`src/core/lcd_pin_pkg.sv`:
```
// constants and types shared by the lcd pin function select block
package lcd_pin_pkg;

  // ----------------------------------------------------------------
  // register map (byte addresses on the avalon slave)
  // ----------------------------------------------------------------
  localparam int ADDR_W = 4;
  localparam logic [3:0] PIN_CONTROL_OFFSET = 4'h0;
  localparam logic [3:0] PIN_STATUS_OFFSET = 4'h4;
  localparam logic [7:0] PIN_CONTROL_RESET = 8'h00;
  localparam logic [31:0] UNMAPPED_READ = 32'h0000_0000;

  // ----------------------------------------------------------------
  // control field positions
  // ----------------------------------------------------------------
  localparam int DUTY_HI_BIT = 7;
  localparam int DUTY_LO_BIT = 6;
  localparam int COMMON_MUX_BIT = 5;
  localparam int EXPANSION_BIT = 4;
  localparam int GROUP_SEL_HI = 3;
  localparam int GROUP_SEL_LO = 0;

  // ----------------------------------------------------------------
  // status field positions
  // ----------------------------------------------------------------
  localparam int STAT_GROUPS_LO = 0;
  localparam int STAT_EXP_BIT = 4;
  localparam int STAT_COM_PORT_LO = 5;

  // ----------------------------------------------------------------
  // pin counts
  // ----------------------------------------------------------------
  localparam int SEG_PINS = 40;
  localparam int PINS_PER_GROUP = 4;
  localparam int COM_PINS = 4;

  typedef enum logic [1:0] {
    DUTY_STATIC,
    DUTY_HALF,
    DUTY_THIRD,
    DUTY_QUARTER
  } duty_t;

endpackage : lcd_pin_pkg

```
`src/core/common_pin_select.sv`:
```
// common pin function selection: duty, paralleling and port release
`timescale 1ns/1ns
module common_pin_select (
  input wire lcd_pin_pkg::duty_t duty,
  input wire logic common_multiplex,
  input wire logic all_port,
  input wire logic [3:0] common_wave,
  input wire logic common_nonselect,
  output logic [3:0] com_lcd_val,
  output logic [3:0] com_is_port
);
  import lcd_pin_pkg::*;

  // ----------------------------------------------------------------
  // waveform and port choice per common pin
  // ----------------------------------------------------------------
  always_comb begin
    com_lcd_val = common_wave;
    com_is_port = 4'h0;
    unique case (duty)
      DUTY_STATIC: begin
        if (common_multiplex) begin
          com_lcd_val = {4{common_wave[0]}};
        end else begin
          com_is_port = 4'hE;
        end
      end
      DUTY_HALF: begin
        if (common_multiplex) begin
          com_lcd_val = {common_wave[1], common_wave[1], common_wave[0], common_wave[0]};
        end else begin
          com_is_port = 4'hC;
        end
      end
      DUTY_THIRD: begin
        if (common_multiplex) begin
          com_lcd_val = {common_nonselect, common_wave[2:0]};
        end else begin
          com_is_port = 4'h8;
        end
      end
      DUTY_QUARTER: begin
        com_lcd_val = common_wave;
      end
    endcase
    // no segment in use at all: every common becomes a port
    if (all_port) begin
      com_is_port = 4'hF;
    end
  end

endmodule : common_pin_select

```
`src/core/lcd_pin_function_select.sv`:
```
// lcd pin control register and segment/common pin function mux
//
// Summary of operation
// - 8-bit control register, all bits read/write
// - reset clears control register to zero
// - two duty bits pick static, half, third, quarter
// - unused commons become ports when multiplex clear
// - static multiplexed: commons 2-4 copy common 1
// - half multiplexed: com4 copies com3, com2 com1
// - third multiplexed: common 4 drives non-select waveform
// - no expansion, group zero: all commons ports
// - expansion bit turns top four pins expansion
// - no expansion, group zero: top pins ports
// - group code enables segment groups from top
// - expansion latch and shift clocks feed driver
`timescale 1ns/1ns
module lcd_pin_function_select #(
  parameter int SEG_COUNT = 40
) (
  input wire logic clock,
  input wire logic resetn,
  // avalon-mm slave
  input wire logic [lcd_pin_pkg::ADDR_W-1:0] address,
  input wire logic read,
  input wire logic write,
  input wire logic [3:0] byteenable,
  input wire logic [31:0] writedata,
  output logic [31:0] readdata,
  output logic waitrequest,
  // lcd waveform sources
  input wire logic [3:0] common_wave,
  input wire logic common_nonselect,
  input wire logic [SEG_COUNT-1:0] segment_wave,
  input wire logic expansion_latch_clock,
  input wire logic expansion_shift_clock,
  input wire logic expansion_data,
  input wire logic expansion_alternating,
  // general-purpose port logic
  input wire logic [3:0] common_port_data,
  input wire logic [3:0] common_port_oe,
  input wire logic [SEG_COUNT-1:0] segment_port_data,
  input wire logic [SEG_COUNT-1:0] segment_port_oe,
  // pins
  output logic [3:0] common_drive_pin,
  output logic [3:0] common_drive_pin_oe,
  output logic [SEG_COUNT-1:0] segment_drive_pin,
  output logic [SEG_COUNT-1:0] segment_drive_pin_oe
);
  import lcd_pin_pkg::*;

  localparam int GROUPS = SEG_COUNT / PINS_PER_GROUP;

  if (SEG_COUNT != SEG_PINS) begin : g_check
    $error("segment count must equal the decoded pin table");
  end

  // ----------------------------------------------------------------
  // bus decode
  // ----------------------------------------------------------------
  logic [7:0] pin_control_q;
  logic [31:0] readdata_q;
  logic waitrequest_q;
  logic first_q;
  wire req = read || write;
  wire accept = req && !waitrequest_q;
  wire hit_control = (address == PIN_CONTROL_OFFSET);
  wire hit_status = (address == PIN_STATUS_OFFSET);
  wire control_we = accept && write && hit_control && byteenable[0];

  // ----------------------------------------------------------------
  // control fields
  // ----------------------------------------------------------------
  wire duty_select_hi = pin_control_q[DUTY_HI_BIT];
  wire duty_select_lo = pin_control_q[DUTY_LO_BIT];
  wire common_multiplex = pin_control_q[COMMON_MUX_BIT];
  wire expansion_select = pin_control_q[EXPANSION_BIT];
  wire [3:0] group_code = pin_control_q[GROUP_SEL_HI:GROUP_SEL_LO];
  wire duty_t duty = duty_t'({duty_select_hi, duty_select_lo});
  wire all_port = !expansion_select && (group_code == 4'h0);

  // ----------------------------------------------------------------
  // pin function decode
  // ----------------------------------------------------------------
  logic [3:0] com_lcd_val;
  logic [3:0] com_is_port;
  logic [GROUPS-1:0] group_is_seg;
  logic top_is_expansion;
  logic [3:0] group_count;

  common_pin_select u_common (
    .duty(duty),
    .common_multiplex(common_multiplex),
    .all_port(all_port),
    .common_wave(common_wave),
    .common_nonselect(common_nonselect),
    .com_lcd_val(com_lcd_val),
    .com_is_port(com_is_port)
  );

  segment_pin_select #(
    .GROUPS(GROUPS)
  ) u_segment (
    .expansion_select(expansion_select),
    .group_code(group_code),
    .group_is_seg(group_is_seg),
    .top_is_expansion(top_is_expansion),
    .group_count(group_count)
  );

  // ----------------------------------------------------------------
  // next pin values, top four pins carry expansion signals
  // ----------------------------------------------------------------
  wire [3:0] expansion_bus = {expansion_latch_clock, expansion_shift_clock,
                              expansion_data, expansion_alternating};
  logic [SEG_COUNT-1:0] seg_lcd_val;
  logic [SEG_COUNT-1:0] seg_is_lcd;
  for (genvar p = 0; p < SEG_COUNT; p++) begin : g_seg
    localparam int G = (SEG_COUNT - 1 - p) / PINS_PER_GROUP;
    if (G == 0) begin : g_top
      assign seg_lcd_val[p] = top_is_expansion ? expansion_bus[p - (SEG_COUNT - 4)]
                                               : segment_wave[p];
      assign seg_is_lcd[p] = top_is_expansion || group_is_seg[G];
    end else begin : g_low
      assign seg_lcd_val[p] = segment_wave[p];
      assign seg_is_lcd[p] = group_is_seg[G];
    end
  end

  // port logic takes every released pin
  wire [SEG_COUNT-1:0] seg_d = (seg_is_lcd & seg_lcd_val) | (~seg_is_lcd & segment_port_data);
  wire [SEG_COUNT-1:0] seg_oe_d = seg_is_lcd | segment_port_oe;
  wire [3:0] com_d = (~com_is_port & com_lcd_val) | (com_is_port & common_port_data);
  wire [3:0] com_oe_d = ~com_is_port | common_port_oe;

  wire [31:0] status_word = {23'h000000, com_is_port, top_is_expansion, group_count};
  wire [31:0] readdata_d = hit_control ? {24'h000000, pin_control_q} :
                           hit_status ? status_word : UNMAPPED_READ;

  // ----------------------------------------------------------------
  // control register
  // ----------------------------------------------------------------
  always_ff @(posedge clock or negedge resetn) begin
    if (!resetn) begin
      pin_control_q <= PIN_CONTROL_RESET;
    end else if (control_we) begin
      pin_control_q <= writedata[7:0];
    end
  end

  // one wait cycle, then the answer stands for a single edge
  always_ff @(posedge clock or negedge resetn) begin
    if (!resetn) begin
      waitrequest_q <= 1'b1;
      readdata_q <= 32'h0000_0000;
    end else begin
      waitrequest_q <= !(req && waitrequest_q);
      if (read && waitrequest_q) begin
        readdata_q <= readdata_d;
      end
    end
  end

  // registered pins: every reconfiguration lands on one clock edge
  always_ff @(posedge clock or negedge resetn) begin
    if (!resetn) begin
      common_drive_pin <= 4'h0;
      common_drive_pin_oe <= 4'h0;
      segment_drive_pin <= '0;
      segment_drive_pin_oe <= '0;
    end else begin
      common_drive_pin <= com_d;
      common_drive_pin_oe <= com_oe_d;
      segment_drive_pin <= seg_d;
      segment_drive_pin_oe <= seg_oe_d;
    end
  end

  // marks the first edge after reset release
  always_ff @(posedge clock or negedge resetn) begin
    if (!resetn) begin
      first_q <= 1'b1;
    end else begin
      first_q <= 1'b0;
    end
  end

  assign readdata = readdata_q;
  assign waitrequest = waitrequest_q;

  // ----------------------------------------------------------------
  // checks
  // ----------------------------------------------------------------
  reset_value_a: assert property (
    @(posedge clock) disable iff (!resetn) first_q |-> pin_control_q == PIN_CONTROL_RESET)
    else $error("control register not cleared by reset");

  write_store_a: assert property (
    @(posedge clock) disable iff (!resetn)
    control_we |=> pin_control_q == $past(writedata[7:0]))
    else $error("control write not stored");

  read_back_a: assert property (
    @(posedge clock) disable iff (!resetn)
    (accept && read && hit_control) |-> readdata[7:0] == pin_control_q && readdata[31:8] == 24'h0)
    else $error("control read does not return register");

  bus_answer_a: assert property (
    @(posedge clock) disable iff (!resetn)
    (req && waitrequest_q) |=> !waitrequest ##1 waitrequest)
    else $error("bus answer not after one wait cycle");

  static_parallel_a: assert property (
    @(posedge clock) disable iff (!resetn)
    (duty == DUTY_STATIC && common_multiplex && !all_port)
    |=> common_drive_pin == {4{$past(common_wave[0])}} && common_drive_pin_oe == 4'hF)
    else $error("static paralleled commons differ from common 1");

  static_release_a: assert property (
    @(posedge clock) disable iff (!resetn)
    (duty == DUTY_STATIC && !common_multiplex && !all_port)
    |=> common_drive_pin[3:1] == $past(common_port_data[3:1])
        && common_drive_pin[0] == $past(common_wave[0]))
    else $error("static duty commons 2-4 not released");

  half_parallel_a: assert property (
    @(posedge clock) disable iff (!resetn)
    (duty == DUTY_HALF && common_multiplex && !all_port)
    |=> common_drive_pin[3] == common_drive_pin[2] && common_drive_pin[1] == common_drive_pin[0])
    else $error("half duty paralleled commons differ");

  third_nonselect_a: assert property (
    @(posedge clock) disable iff (!resetn)
    (duty == DUTY_THIRD && common_multiplex && !all_port)
    |=> common_drive_pin[3] == $past(common_nonselect))
    else $error("common 4 not non-select at third duty");

  all_port_a: assert property (
    @(posedge clock) disable iff (!resetn)
    all_port |=> common_drive_pin == $past(common_port_data)
                 && segment_drive_pin == $past(segment_port_data))
    else $error("pins not released as ports");

  expansion_pins_a: assert property (
    @(posedge clock) disable iff (!resetn)
    expansion_select |=> segment_drive_pin[SEG_COUNT-1 -: 4] == $past(expansion_bus)
                         && segment_drive_pin_oe[SEG_COUNT-1 -: 4] == 4'hF)
    else $error("expansion signals not on top pins");

  group_one_a: assert property (
    @(posedge clock) disable iff (!resetn)
    (group_code == 4'h1 && !expansion_select)
    |=> segment_drive_pin[SEG_COUNT-1 -: 8] == $past(segment_wave[SEG_COUNT-1 -: 8])
        && segment_drive_pin[SEG_COUNT-9:0] == $past(segment_port_data[SEG_COUNT-9:0]))
    else $error("group code one does not enable top eight pins");

  quarter_drive_a: assert property (
    @(posedge clock) disable iff (!resetn)
    (duty == DUTY_QUARTER && !all_port)
    |=> common_drive_pin == $past(common_wave) && common_drive_pin_oe == 4'hF)
    else $error("quarter duty commons not all driven");

  half_release_a: assert property (
    @(posedge clock) disable iff (!resetn)
    (duty == DUTY_HALF && !common_multiplex && !all_port)
    |=> common_drive_pin[3:2] == $past(common_port_data[3:2])
        && common_drive_pin[1:0] == $past(common_wave[1:0]))
    else $error("half duty commons 3-4 not released");

  third_release_a: assert property (
    @(posedge clock) disable iff (!resetn)
    (duty == DUTY_THIRD && !common_multiplex && !all_port)
    |=> common_drive_pin[3] == $past(common_port_data[3])
        && common_drive_pin[2:0] == $past(common_wave[2:0]))
    else $error("third duty common 4 not released");

  port_enable_a: assert property (
    @(posedge clock) disable iff (!resetn)
    all_port |=> common_drive_pin_oe == $past(common_port_oe)
                 && segment_drive_pin_oe == $past(segment_port_oe))
    else $error("released pins do not take port enables");

  segment_top_a: assert property (
    @(posedge clock) disable iff (!resetn)
    (!expansion_select && group_code != 4'h0)
    |=> segment_drive_pin[SEG_COUNT-1 -: 4] == $past(segment_wave[SEG_COUNT-1 -: 4]))
    else $error("top pins not segment drivers");

  group_six_a: assert property (
    @(posedge clock) disable iff (!resetn)
    (group_code == 4'h6 && !expansion_select)
    |=> segment_drive_pin[SEG_COUNT-1 -: 28] == $past(segment_wave[SEG_COUNT-1 -: 28])
        && segment_drive_pin[SEG_COUNT-29:0] == $past(segment_port_data[SEG_COUNT-29:0]))
    else $error("group code six does not enable top 28 pins");

  group_all_a: assert property (
    @(posedge clock) disable iff (!resetn)
    (group_code[3] && group_code[0] && !expansion_select)
    |=> segment_drive_pin == $past(segment_wave) && segment_drive_pin_oe == '1)
    else $error("all groups not segment drivers");

  idle_wait_a: assert property (
    @(posedge clock) disable iff (!resetn)
    !req |=> waitrequest)
    else $error("waitrequest low without a request");

endmodule : lcd_pin_function_select

```
`src/core/segment_pin_select.sv`:
```
// segment group enables and expansion selection
`timescale 1ns/1ns
module segment_pin_select #(
  parameter int GROUPS = 10
) (
  input wire logic expansion_select,
  input wire logic [3:0] group_code,
  output logic [GROUPS-1:0] group_is_seg,
  output logic top_is_expansion,
  output logic [3:0] group_count
);
  import lcd_pin_pkg::*;

  // the code table below only knows ten groups
  if (GROUPS != 10) begin : g_check
    $error("group decode serves exactly ten groups");
  end

  // number of groups enabled from the top for a select code
  function automatic logic [3:0] enabled_groups(input logic [3:0] code);
    logic [3:0] n;
    n = 4'h0;
    if (code[3]) begin
      n = code[0] ? 4'hA : 4'h9;
    end else if (code == 4'h7) begin
      n = 4'h8;
    end else if (code != 4'h0) begin
      n = code + 4'h1;
    end
    return n;
  endfunction : enabled_groups

  // ----------------------------------------------------------------
  // group decode, group 0 is the top group
  // ----------------------------------------------------------------
  assign group_count = enabled_groups(group_code);
  assign top_is_expansion = expansion_select;

  for (genvar g = 0; g < GROUPS; g++) begin : g_grp
    if (g == 0) begin : g_top
      assign group_is_seg[g] = !expansion_select && (group_count != 4'h0);
    end else begin : g_rest
      assign group_is_seg[g] = (4'(g) < group_count);
    end
  end

endmodule : segment_pin_select

```
`config.mk`:
```
export PLATFORM = sky130hd
export DESIGN_NAME = lcd_pin_function_select
export DESIGN_NICKNAME = d
export VERILOG_FILES = /design/src/core/lcd_pin_pkg.sv /design/src/core/common_pin_select.sv /design/src/core/lcd_pin_function_select.sv /design/src/core/segment_pin_select.sv
export SDC_FILE = /design/constraint.sdc
export NUM_CORES = 1
export LEC_CHECK = 0
export ABC_CLOCK_PERIOD_IN_PS = 5200
export BUFFER_PORTS_ARGS = -buffer_cell sky130_fd_sc_hd__buf_2
export CELL_PAD_IN_SITES_DETAIL_PLACEMENT = 0
export CELL_PAD_IN_SITES_GLOBAL_PLACEMENT = 2
export CORE_MARGIN = 1
export CORE_UTILIZATION = 26
export DETAILED_ROUTE_END_ITERATION = 8
export GPL_TIMING_DRIVEN = 0
export PLACE_DENSITY = 0.93
export SLEW_MARGIN = 20
export SYNTH_ARGS = -nofsm -noshare
export SYNTH_HDL_FRONTEND = slang
export SYNTH_HIERARCHICAL = 1
export SYNTH_SLANG_ARGS = --single-unit
export TNS_END_PERCENT = 5
```
`constraint.sdc`:
```
create_clock -name clock -period 5.2 [get_ports clock]
set_input_delay 1.56 -clock clock [delete_from_list [all_inputs] [get_ports clock]]
set_output_delay 1.56 -clock clock [all_outputs]
set_load 0.01 [all_outputs]
```
== Word-level counts from Yosys, hierarchy flattened ==
Index checks and enable logic that the tools add are counted.
Storage, ports and cells
  word-level logic and storage cells: 69
  register bits after elaboration: 129
Cells by class
  equal/unequal tests: 5
  $add $sub $neg: 1
  mux-type cells: 19
  reductions and logical operators: 18
  bitwise operators: 10
  magnitude comparators: 9
Operators with widths (number)
  40-bit bitwise AND: 2
  40-bit OR: 2
  4-bit 2-to-1 mux: 10
  40-bit inverter: 1
  9-bit 2-to-1 mux: 2
  3-bit by 4-bit less-than comparator with 1-bit output, first input constant: 4
  4-bit one-hot mux with 4 select lines: 1
  4-bit one-hot mux with 3 select lines: 1
  4-bit bitwise AND: 2
  4-bit by 3-bit equality test with 1-bit output, second input constant: 2
  1-bit logical AND: 8
  4-bit zero test: 2
  2-bit by 4-bit less-than comparator with 1-bit output, first input constant: 2
  4-bit less-than comparator, first input constant: 2
  4-bit OR: 2
  4-bit nonzero test: 2
  4-bit by 1-bit adder with 4-bit output, second input constant: 1
  2-bit equality test, second input constant: 2
  1-bit by 4-bit less-than comparator with 1-bit output, first input constant: 1
  1-bit 2-to-1 mux: 4
  4-bit inverter: 1
  1-bit zero test: 3
  2-bit by 1-bit equality test with 1-bit output, second input constant: 1
  2-bit zero test: 1
  other kinds (2): 3

== Depth between registers and ports, before layout ==
Gate-level depths: netlist (run 1).
  depth after elaboration: 10
  gate-level depth with buffers: 7

== Hierarchy ==
Netlist (run 1), hierarchy kept.
By module, submodules not included
  lcd_pin_function_select: cells each 274, area an instance 4000.1 um^2, times used 1
  segment_pin_select: cells each 34, area an instance 210.2 um^2, times used 1
  common_pin_select: cells each 18, area an instance 120.1 um^2, times used 1

== Worst setup path before layout (run 1) ==
Ideal clock, no wire load.
  path type: input port to flip-flop
  start point: input address[1] (netlist bit)
  end point: register pin_control_q[0]
  cell stages on the path: 4
  arrival time: 2.590 ns
  setup time: 0.125 ns
  required time: 5.075 ns
  setup slack: 2.485 ns
  buffers on the path: 1
  path through: nor4_4 and4b_1 buf_6 mux2_2
On the way
  longest elaborated chain between the ends: 3
Ends and longest elaborated chain
  start: declaration: RTL line lcd_pin_function_select.sv:23  | input wire logic [lcd_pin_pkg::ADDR_W-1:0] address,
  4-bit zero test: RTL line lcd_pin_function_select.sv:66  | wire hit_control = (address == PIN_CONTROL_OFFSET);
  1-bit logical AND (2 in series): RTL line lcd_pin_function_select.sv:68  | wire control_we = accept && write && hit_control && byteenable[0];
  end signal: assignment: RTL line lcd_pin_function_select.sv:146  | pin_control_q <= writedata[7:0];
  end: declaration: RTL line lcd_pin_function_select.sv:60  | logic [7:0] pin_control_q;
No other way between the ends.
A chain may end at the register's enable or synchronous reset.

== Final worst setup path (run 1) ==
  start point: input address[1] (netlist bit)
  end point: register pin_control_q[3]
The elaborated chain is that of the path after synthesis.

==> results.json, run 1 <==
{
  "wirelength_mm": 11.0,
  "cts_buffers": 9,
  "synth_edf_count": 0,
  "ir_drop_uv": 159,
  "num_vias": 3355,
  "synth_seq_area_share": 0.613,
  "cp-endpoint": "pin_control_q[3]",
  "ys.flop_type": "dfrtp_1",
  "area_growth_pct": 44.8,
  "ys_ff_latch": 106,
  "yosysUniqueCellTypes": 34,
  "fmax_ghz": 0.376,
  "first_global_vias": 3314,
  "antenna_found_initial": 0,
  "setup_viol": 0,
  "coreArea_mm2": 0.0161,
  "final_layout_size_suffix_gt1_frac": 0.640,
  "rsz0062_at_grt": "no",
  "route.met3.wl_um": 935,
  "combPwrFrac": 0.256,
  "gp_congestion": 0.760,
  "cts.sinks": 106,
  "antenna_cells": 0,
  "port_buffers": 251,
  "post_cts_resized": 0,
  "netSwitchingFraction": 0.279,
  "start_kind": "input port",
  "reg2reg_from": "pin_control_q[0]",
  "cpMaxStageDelayCell": "nor4_4",
  "p_switching_mw": 0.621,
  "cts_tree": "built",
  "die_h_um": 131,
  "nets": 794,
  "slew_viol_final": 0,
  "drtAntennaViolNets": 0,
  "pwr-share-clk": 0.300,
  "clk_pin_slew_ns": 0.07,
  "rows": 46,
  "crit_path_start": "address[1]",
  "fin_crit_ns": 2.66,
  "dieArea_mm2": 0.0172,
  "pwr-share-seq": 0.444,
  "initial_core_util": 0.270,
  "synth_area_mm2": 0.00433,
  "gr-usage-all-layers": 0.124,
  "r2r_end": "segment_drive_pin[20]",
  "io_pins": 302,
  "place_inst": 816,
  "yosysMostFrequentCell": "dfrtp_1",
  "cts.root.buffer_cell": "clkbuf_16",
  "postCtsHoldBufs": 0,
  "power_density_mw_per_mm2": 356,
  "critPathArrivalTime_ns": 2.88,
  "drc": 0,
  "fin_worst_skew_ns": 0.00694,
  "synth_top_area_frac": 0.607,
  "reg2reg_depth": 7,
  "maxCapViolCount": 0,
  "worstPathMaxFanout": 9,
  "first_iter_violations": 61,
  "internal-power_mw": 1.61,
  "clockBufferDepth": 2,
  "grt.overflow.total": 0,
  "fin_crit_sh": 0.511,
  "grt_max_degree": 56,
  "totalPowerFinal_mw": 2.23,
  "htreeDepth": 3,
  "grt_pass1_wl_mm": 15.7,
  "place_hpwl_mm": 9.00,
  "postSynthAreaPerCell_um2": 13.3,
  "critPathCaptureType": "flip-flop",
  "wl_per_cell_um": 13.2,
  "wl_met1_mm": 4.11,
  "hold_class": "flip-flop to flip-flop",
  "postCtsSetupRepairBufs": 0,
  "first_pass_iters": 4,
  "clock_latency_ns": 0.34,
  "synth_top_area_cell": "dfrtp_1",
  "top_layer_used": "met4",
  "dr_wl_met2_mm": 5.71,
  "chipWidth_um": 131,
  "p_leak_nw": 3.23,
  "cp_cell_sequence": "buf_2, nor4_4, and4b_1, buf_6, mux2_2",
  "yosysWarningCount": 6,
  "yosys-top-cells-area": "dfrtp_1 61%, mux2_2 13%, or2_2 5.5%, buf_4 4.7%, a221o_1 1.8%",
  "vias_per_cell": 4.03,
  "worst-setup-path-type": "input port to flip-flop",
  "synthTopCellsByCount": "105 x dfrtp_1, 50 x mux2_2, 38 x or2_2",
  "cp.required_ns": 5.42,
  "netlist_instances": 326,
  "status": "finished, final reports clean",
  "synthArstFlopShare": 1.00,
  "final_cells": 832,
  "fin_setup_tns_ns": 0,
  "reg2reg_slack_ns": 2.65,
  "max_stage_delay_ns": 0.43,
  "finalHoldViolCount": 0
}
## critical path: cells and delay by family
family	cells	cell delay, ns
buffers and inverters	2	0.27
AND/OR/NAND/NOR	2	0.71
multiplexers	1	0.33
## stage by stage
stage | instance area, µm² | hold WS [ns] | setup slack [ns] | util
after floorplan | 4410 | 0.477 | 2.48 | -
after global placement | 5940 | 0.470 | 1.47 | 0.370
after detailed placement | 5970 | 0.480 | 2.19 | 0.372
after CTS | 6270 | 0.498 | 2.55 | 0.390
after global routing | 6270 | 0.515 | 2.42 | 0.390
final | 6270 | 0.489 | 2.54 | 0.390
## sequential cells by signal (all words and copies together) (netlist names)
name,flops
common_drive_pin,4
common_drive_pin_oe,4
pin_control_q,8
readdata,9
segment_drive_pin,40
segment_drive_pin_oe,40
waitrequest,1
## routing by layer
metal  vias to the layer above  global-route usage
met5                         -                   0
met4                         0              0.0690
met3                        14              0.0329
met2                       164               0.225
met1                      1551               0.129
li1                       1626                   -
## worst min path at each step
stage,depth (start not counted),endpoint,from
2_1_floorplan,1,waitrequest,waitrequest
3_3_place_gp,1,waitrequest,waitrequest
3_5_place_dp,1,waitrequest,waitrequest
4_1_cts,1,waitrequest,waitrequest
5_1_grt,1,waitrequest,waitrequest
6_report,1,waitrequest,waitrequest
## layout by cell type (no fill, tap or decap), drive strengths merged, types with 2 or more instances in the layout
cell / synthesis / routed
conb: 1 / 23
mux2i: 6 / 6
nor2: 6 / 6
o21bai: 3 / 3
o31ai: 3 / 3
nand2b: 9 / 9
buf: 29 / 281
clkbuf: 13 / 24
a221o: 8 / 8
and3: 9 / 9
ha: 2 / 2
or3: 4 / 4
dfrtp: 105 / 105
a21oi: 3 / 3
o21ai: 9 / 9
or2: 38 / 38
clkinvlp: 0 / 2
nand2: 8 / 8
and2: 2 / 2
mux2: 50 / 50
inv: 5 / 6
a21o: 2 / 2
nor3: 3 / 3
## power groups by stage
stage               sequential, mW  clock, mW  combinational, mW
CTS                          0.993      0.700              0.584
global route                  1.01      0.735              0.634
global placement              1.00          0              0.570
detailed placement            1.01          0              0.583
finish                       0.991      0.669              0.571
floorplan                     1.07          0              0.260
## cell families after synthesis
family                     count (synthesis)  synth area share
adders and majority gates                  2           0.00578
buffers and inverters                     47            0.0662
DFF                                      106             0.613
muxes                                     56             0.144
AOI/OAI and AO/OA                         32            0.0540
other                                      1          0.000866
and+or+nand+nor                           82             0.116
## cell type report
class | count | area, µm²
fill | 1591 | 9790
sequential | 106 | 2650
multi-input combinational | 195 | 1470
timing repair buffer | 252 | 1290
tap | 216 | 270
buffer | 42 | 268
clock buffer | 11 | 233
clock inverter | 5 | 62.6
inverter | 5 | 18.8
Note: power is estimated with default switching activity, not from simulation.
==> inputs of run 2 (changes only) <==
--- a/config.mk
+++ b/config.mk
@@ -5,15 +5,15 @@
 export SDC_FILE = /design/constraint.sdc
 export NUM_CORES = 1
 export LEC_CHECK = 0
-export ABC_CLOCK_PERIOD_IN_PS = 5200
+export ABC_CLOCK_PERIOD_IN_PS = 2680
 export BUFFER_PORTS_ARGS = -buffer_cell sky130_fd_sc_hd__buf_2
 export CELL_PAD_IN_SITES_DETAIL_PLACEMENT = 0
 export CELL_PAD_IN_SITES_GLOBAL_PLACEMENT = 2
 export CORE_MARGIN = 1
-export CORE_UTILIZATION = 26
+export CORE_UTILIZATION = 24
 export DETAILED_ROUTE_END_ITERATION = 8
 export GPL_TIMING_DRIVEN = 0
-export PLACE_DENSITY = 0.93
+export PLACE_DENSITY = 0.88
 export SLEW_MARGIN = 20
 export SYNTH_ARGS = -nofsm -noshare
 export SYNTH_HDL_FRONTEND = slang
==> constraint.sdc (replaced) <==
create_clock -name clock -period 2.68 [get_ports clock]
set_input_delay 0.804 -clock clock [delete_from_list [all_inputs] [get_ports clock]]
set_output_delay 0.804 -clock clock [all_outputs]
set_load 0.01 [all_outputs]
==> results.json, run 2 (synthesized netlist as in run 1, its figures left out) <==
{
  "critPathCaptureType": "flip-flop",
  "clk_pin_slew_ns": 0.08,
  "clockBufferDepth": 2,
  "setup_viol": 0,
  "grt_max_degree": 59,
  "final_common_cell": "buf_2",
  "status": "finished, final reports clean",
  "chipWidth_um": 136,
  "port_buffers": 251,
  "rows": 48,
  "gp_congestion": 0.747,
  "clock_latency_ns": 0.34,
  "fin_crit_sh": 0.917,
  "place_inst": 825,
  "hold_class": "input port to asynchronous set/reset pin",
  "fmax_ghz": 0.407,
  "crit_path_start": "pin_control_q[0]",
  "grt_pass1_wl_mm": 17.2,
  "p_leak_nw": 3.26,
  "first_global_vias": 3418,
  "initial_core_util": 0.248,
  "final_cells": 842,
  "wirelength_mm": 11.7,
  "maxCapViolCount": 0,
  "fin_worst_skew_ns": 0.00568,
  "ir_drop_uv": 324,
  "place_hpwl_mm": 9.43,
  "finalHoldViolCount": 0,
  "critPathArrivalTime_ns": 2.68,
  "rsz0062_at_grt": "yes",
  "reg2reg_depth": 7,
  "first_iter_violations": 44,
  "worstPathMaxFanout": 9,
  "nets": 794,
  "first_pass_iters": 4,
  "totalPowerFinal_mw": 4.52,
  "wl_per_cell_um": 13.9,
  "fin_crit_ns": 2.46,
  "cp.required_ns": 2.91,
  "drc": 0,
  "slew_viol_final": 0,
  "power_density_mw_per_mm2": 714,
  "final_layout_size_suffix_gt1_frac": 0.646,
  "reg2reg_from": "pin_control_q[0]",
  "die_h_um": 136,
  "vias_per_cell": 4.04,
  "num_vias": 3404,
  "worst-setup-path-type": "flip-flop to flip-flop",
  "start_kind": "flip-flop",
  "layout_common_cells": "251 x buf_2, 105 x dfrtp_1, 50 x mux2_2",
  "cts.sinks": 106,
  "cts_tree": "built",
  "postCtsSetupRepairBufs": 0,
  "reg2reg_slack_ns": 0.22,
  "dieArea_mm2": 0.0186,
  "drtAntennaViolNets": 0,
  "fin_setup_tns_ns": 0,
  "htreeDepth": 3,
  "io_pins": 302,
  "gr-usage-all-layers": 0.124,
  "cts.root.buffer_cell": "clkbuf_16",
  "grt.overflow.total": 0,
  "antenna_found_initial": 1,
  "area_growth_pct": 46.1,
  "r2r_end": "segment_drive_pin[18]",
  "cts_buffers": 9,
  "coreArea_mm2": 0.0175
}
-- run 2: cell count changes in the layout (fill, tap and decap cells not counted), sizes merged --
cell,previous run,this run
clkinvlp,2,1
inv,6,7
clkbuf,24,23
bufinv,1,2
diode,0,1
-- run 2: repair_timing --
item,in CTS,in global routing
resized for setup,0,4
endpoints found under the setup margin,0,9
hold buffers,0,0
-- run 2: worst max-delay path by stage --
stage | end | slack (ns) | depth (start not counted)
6_report | segment_drive_pin[18] | 0.22 | 7
5_1_grt | segment_drive_pin[18] | -0.006 | 7
4_1_cts | segment_drive_pin[12] | 0.09 | 7
3_5_place_dp | segment_drive_pin[12] | 0.12 | 7
3_3_place_gp | segment_drive_pin_oe[38] | -0.34 | 1
2_1_floorplan | segment_drive_pin[12] | 0.57 | 7
-- run 2: metrics by stage --
step / area (µm²) / util / worst slack [ns] / hold slack [ns]
floorplan: 4410 / - / 0.566 / 0.477
global placement: 5950 / 0.340 / -0.343 / 0.470
detailed placement: 5980 / 0.342 / 0.120 / 0.481
CTS: 6320 / 0.362 / 0.0914 / 0.389
global route: 6320 / 0.362 / -0.00626 / 0.407
finish: 6320 / 0.362 / 0.222 / 0.386
-- run 2: layout make-up --
class | count | area, µm²
fillers | 1767 | 11200
flip-flops and latches | 106 | 2650
multi-input cells | 195 | 1470
repair buffers | 252 | 1290
well taps | 225 | 282
plain buffers | 42 | 270
clock buffers | 10 | 239
clock inverters | 6 | 96.3
inverters | 5 | 18.8
diodes | 1 | 2.50
-- run 2: routing by layer --
layer  vias up  wire length, µm  share of wire  track usage
met5         -                0              0            0
met4         0              281          0.024       0.0648
met3        17             1130          0.096       0.0354
met2       183             5740           0.49        0.212
met1      1573             4590           0.39        0.138
li1       1631                -              -            -
-- run 2: worst max-delay path, cell delays in order, from the launching register on --
cell and delay, ns:
dfrtp_1 0.51, inv_1 0.15, ha_1 0.25, nand2b_1 0.17, mux2_2 0.31, o21ai_0 0.23, clkbuf_1 0.33, mux2_2 0.38
-- run 2: report_power, final --
part	leakage [nW]	total, mW	switching [mW]	internal [mW]
logic	1.86	1.12	0.567	0.557
registers	1.24	1.92	0.0872	1.84
clock network	0.161	1.47	0.612	0.856
total	3.26	4.52	1.27	3.25
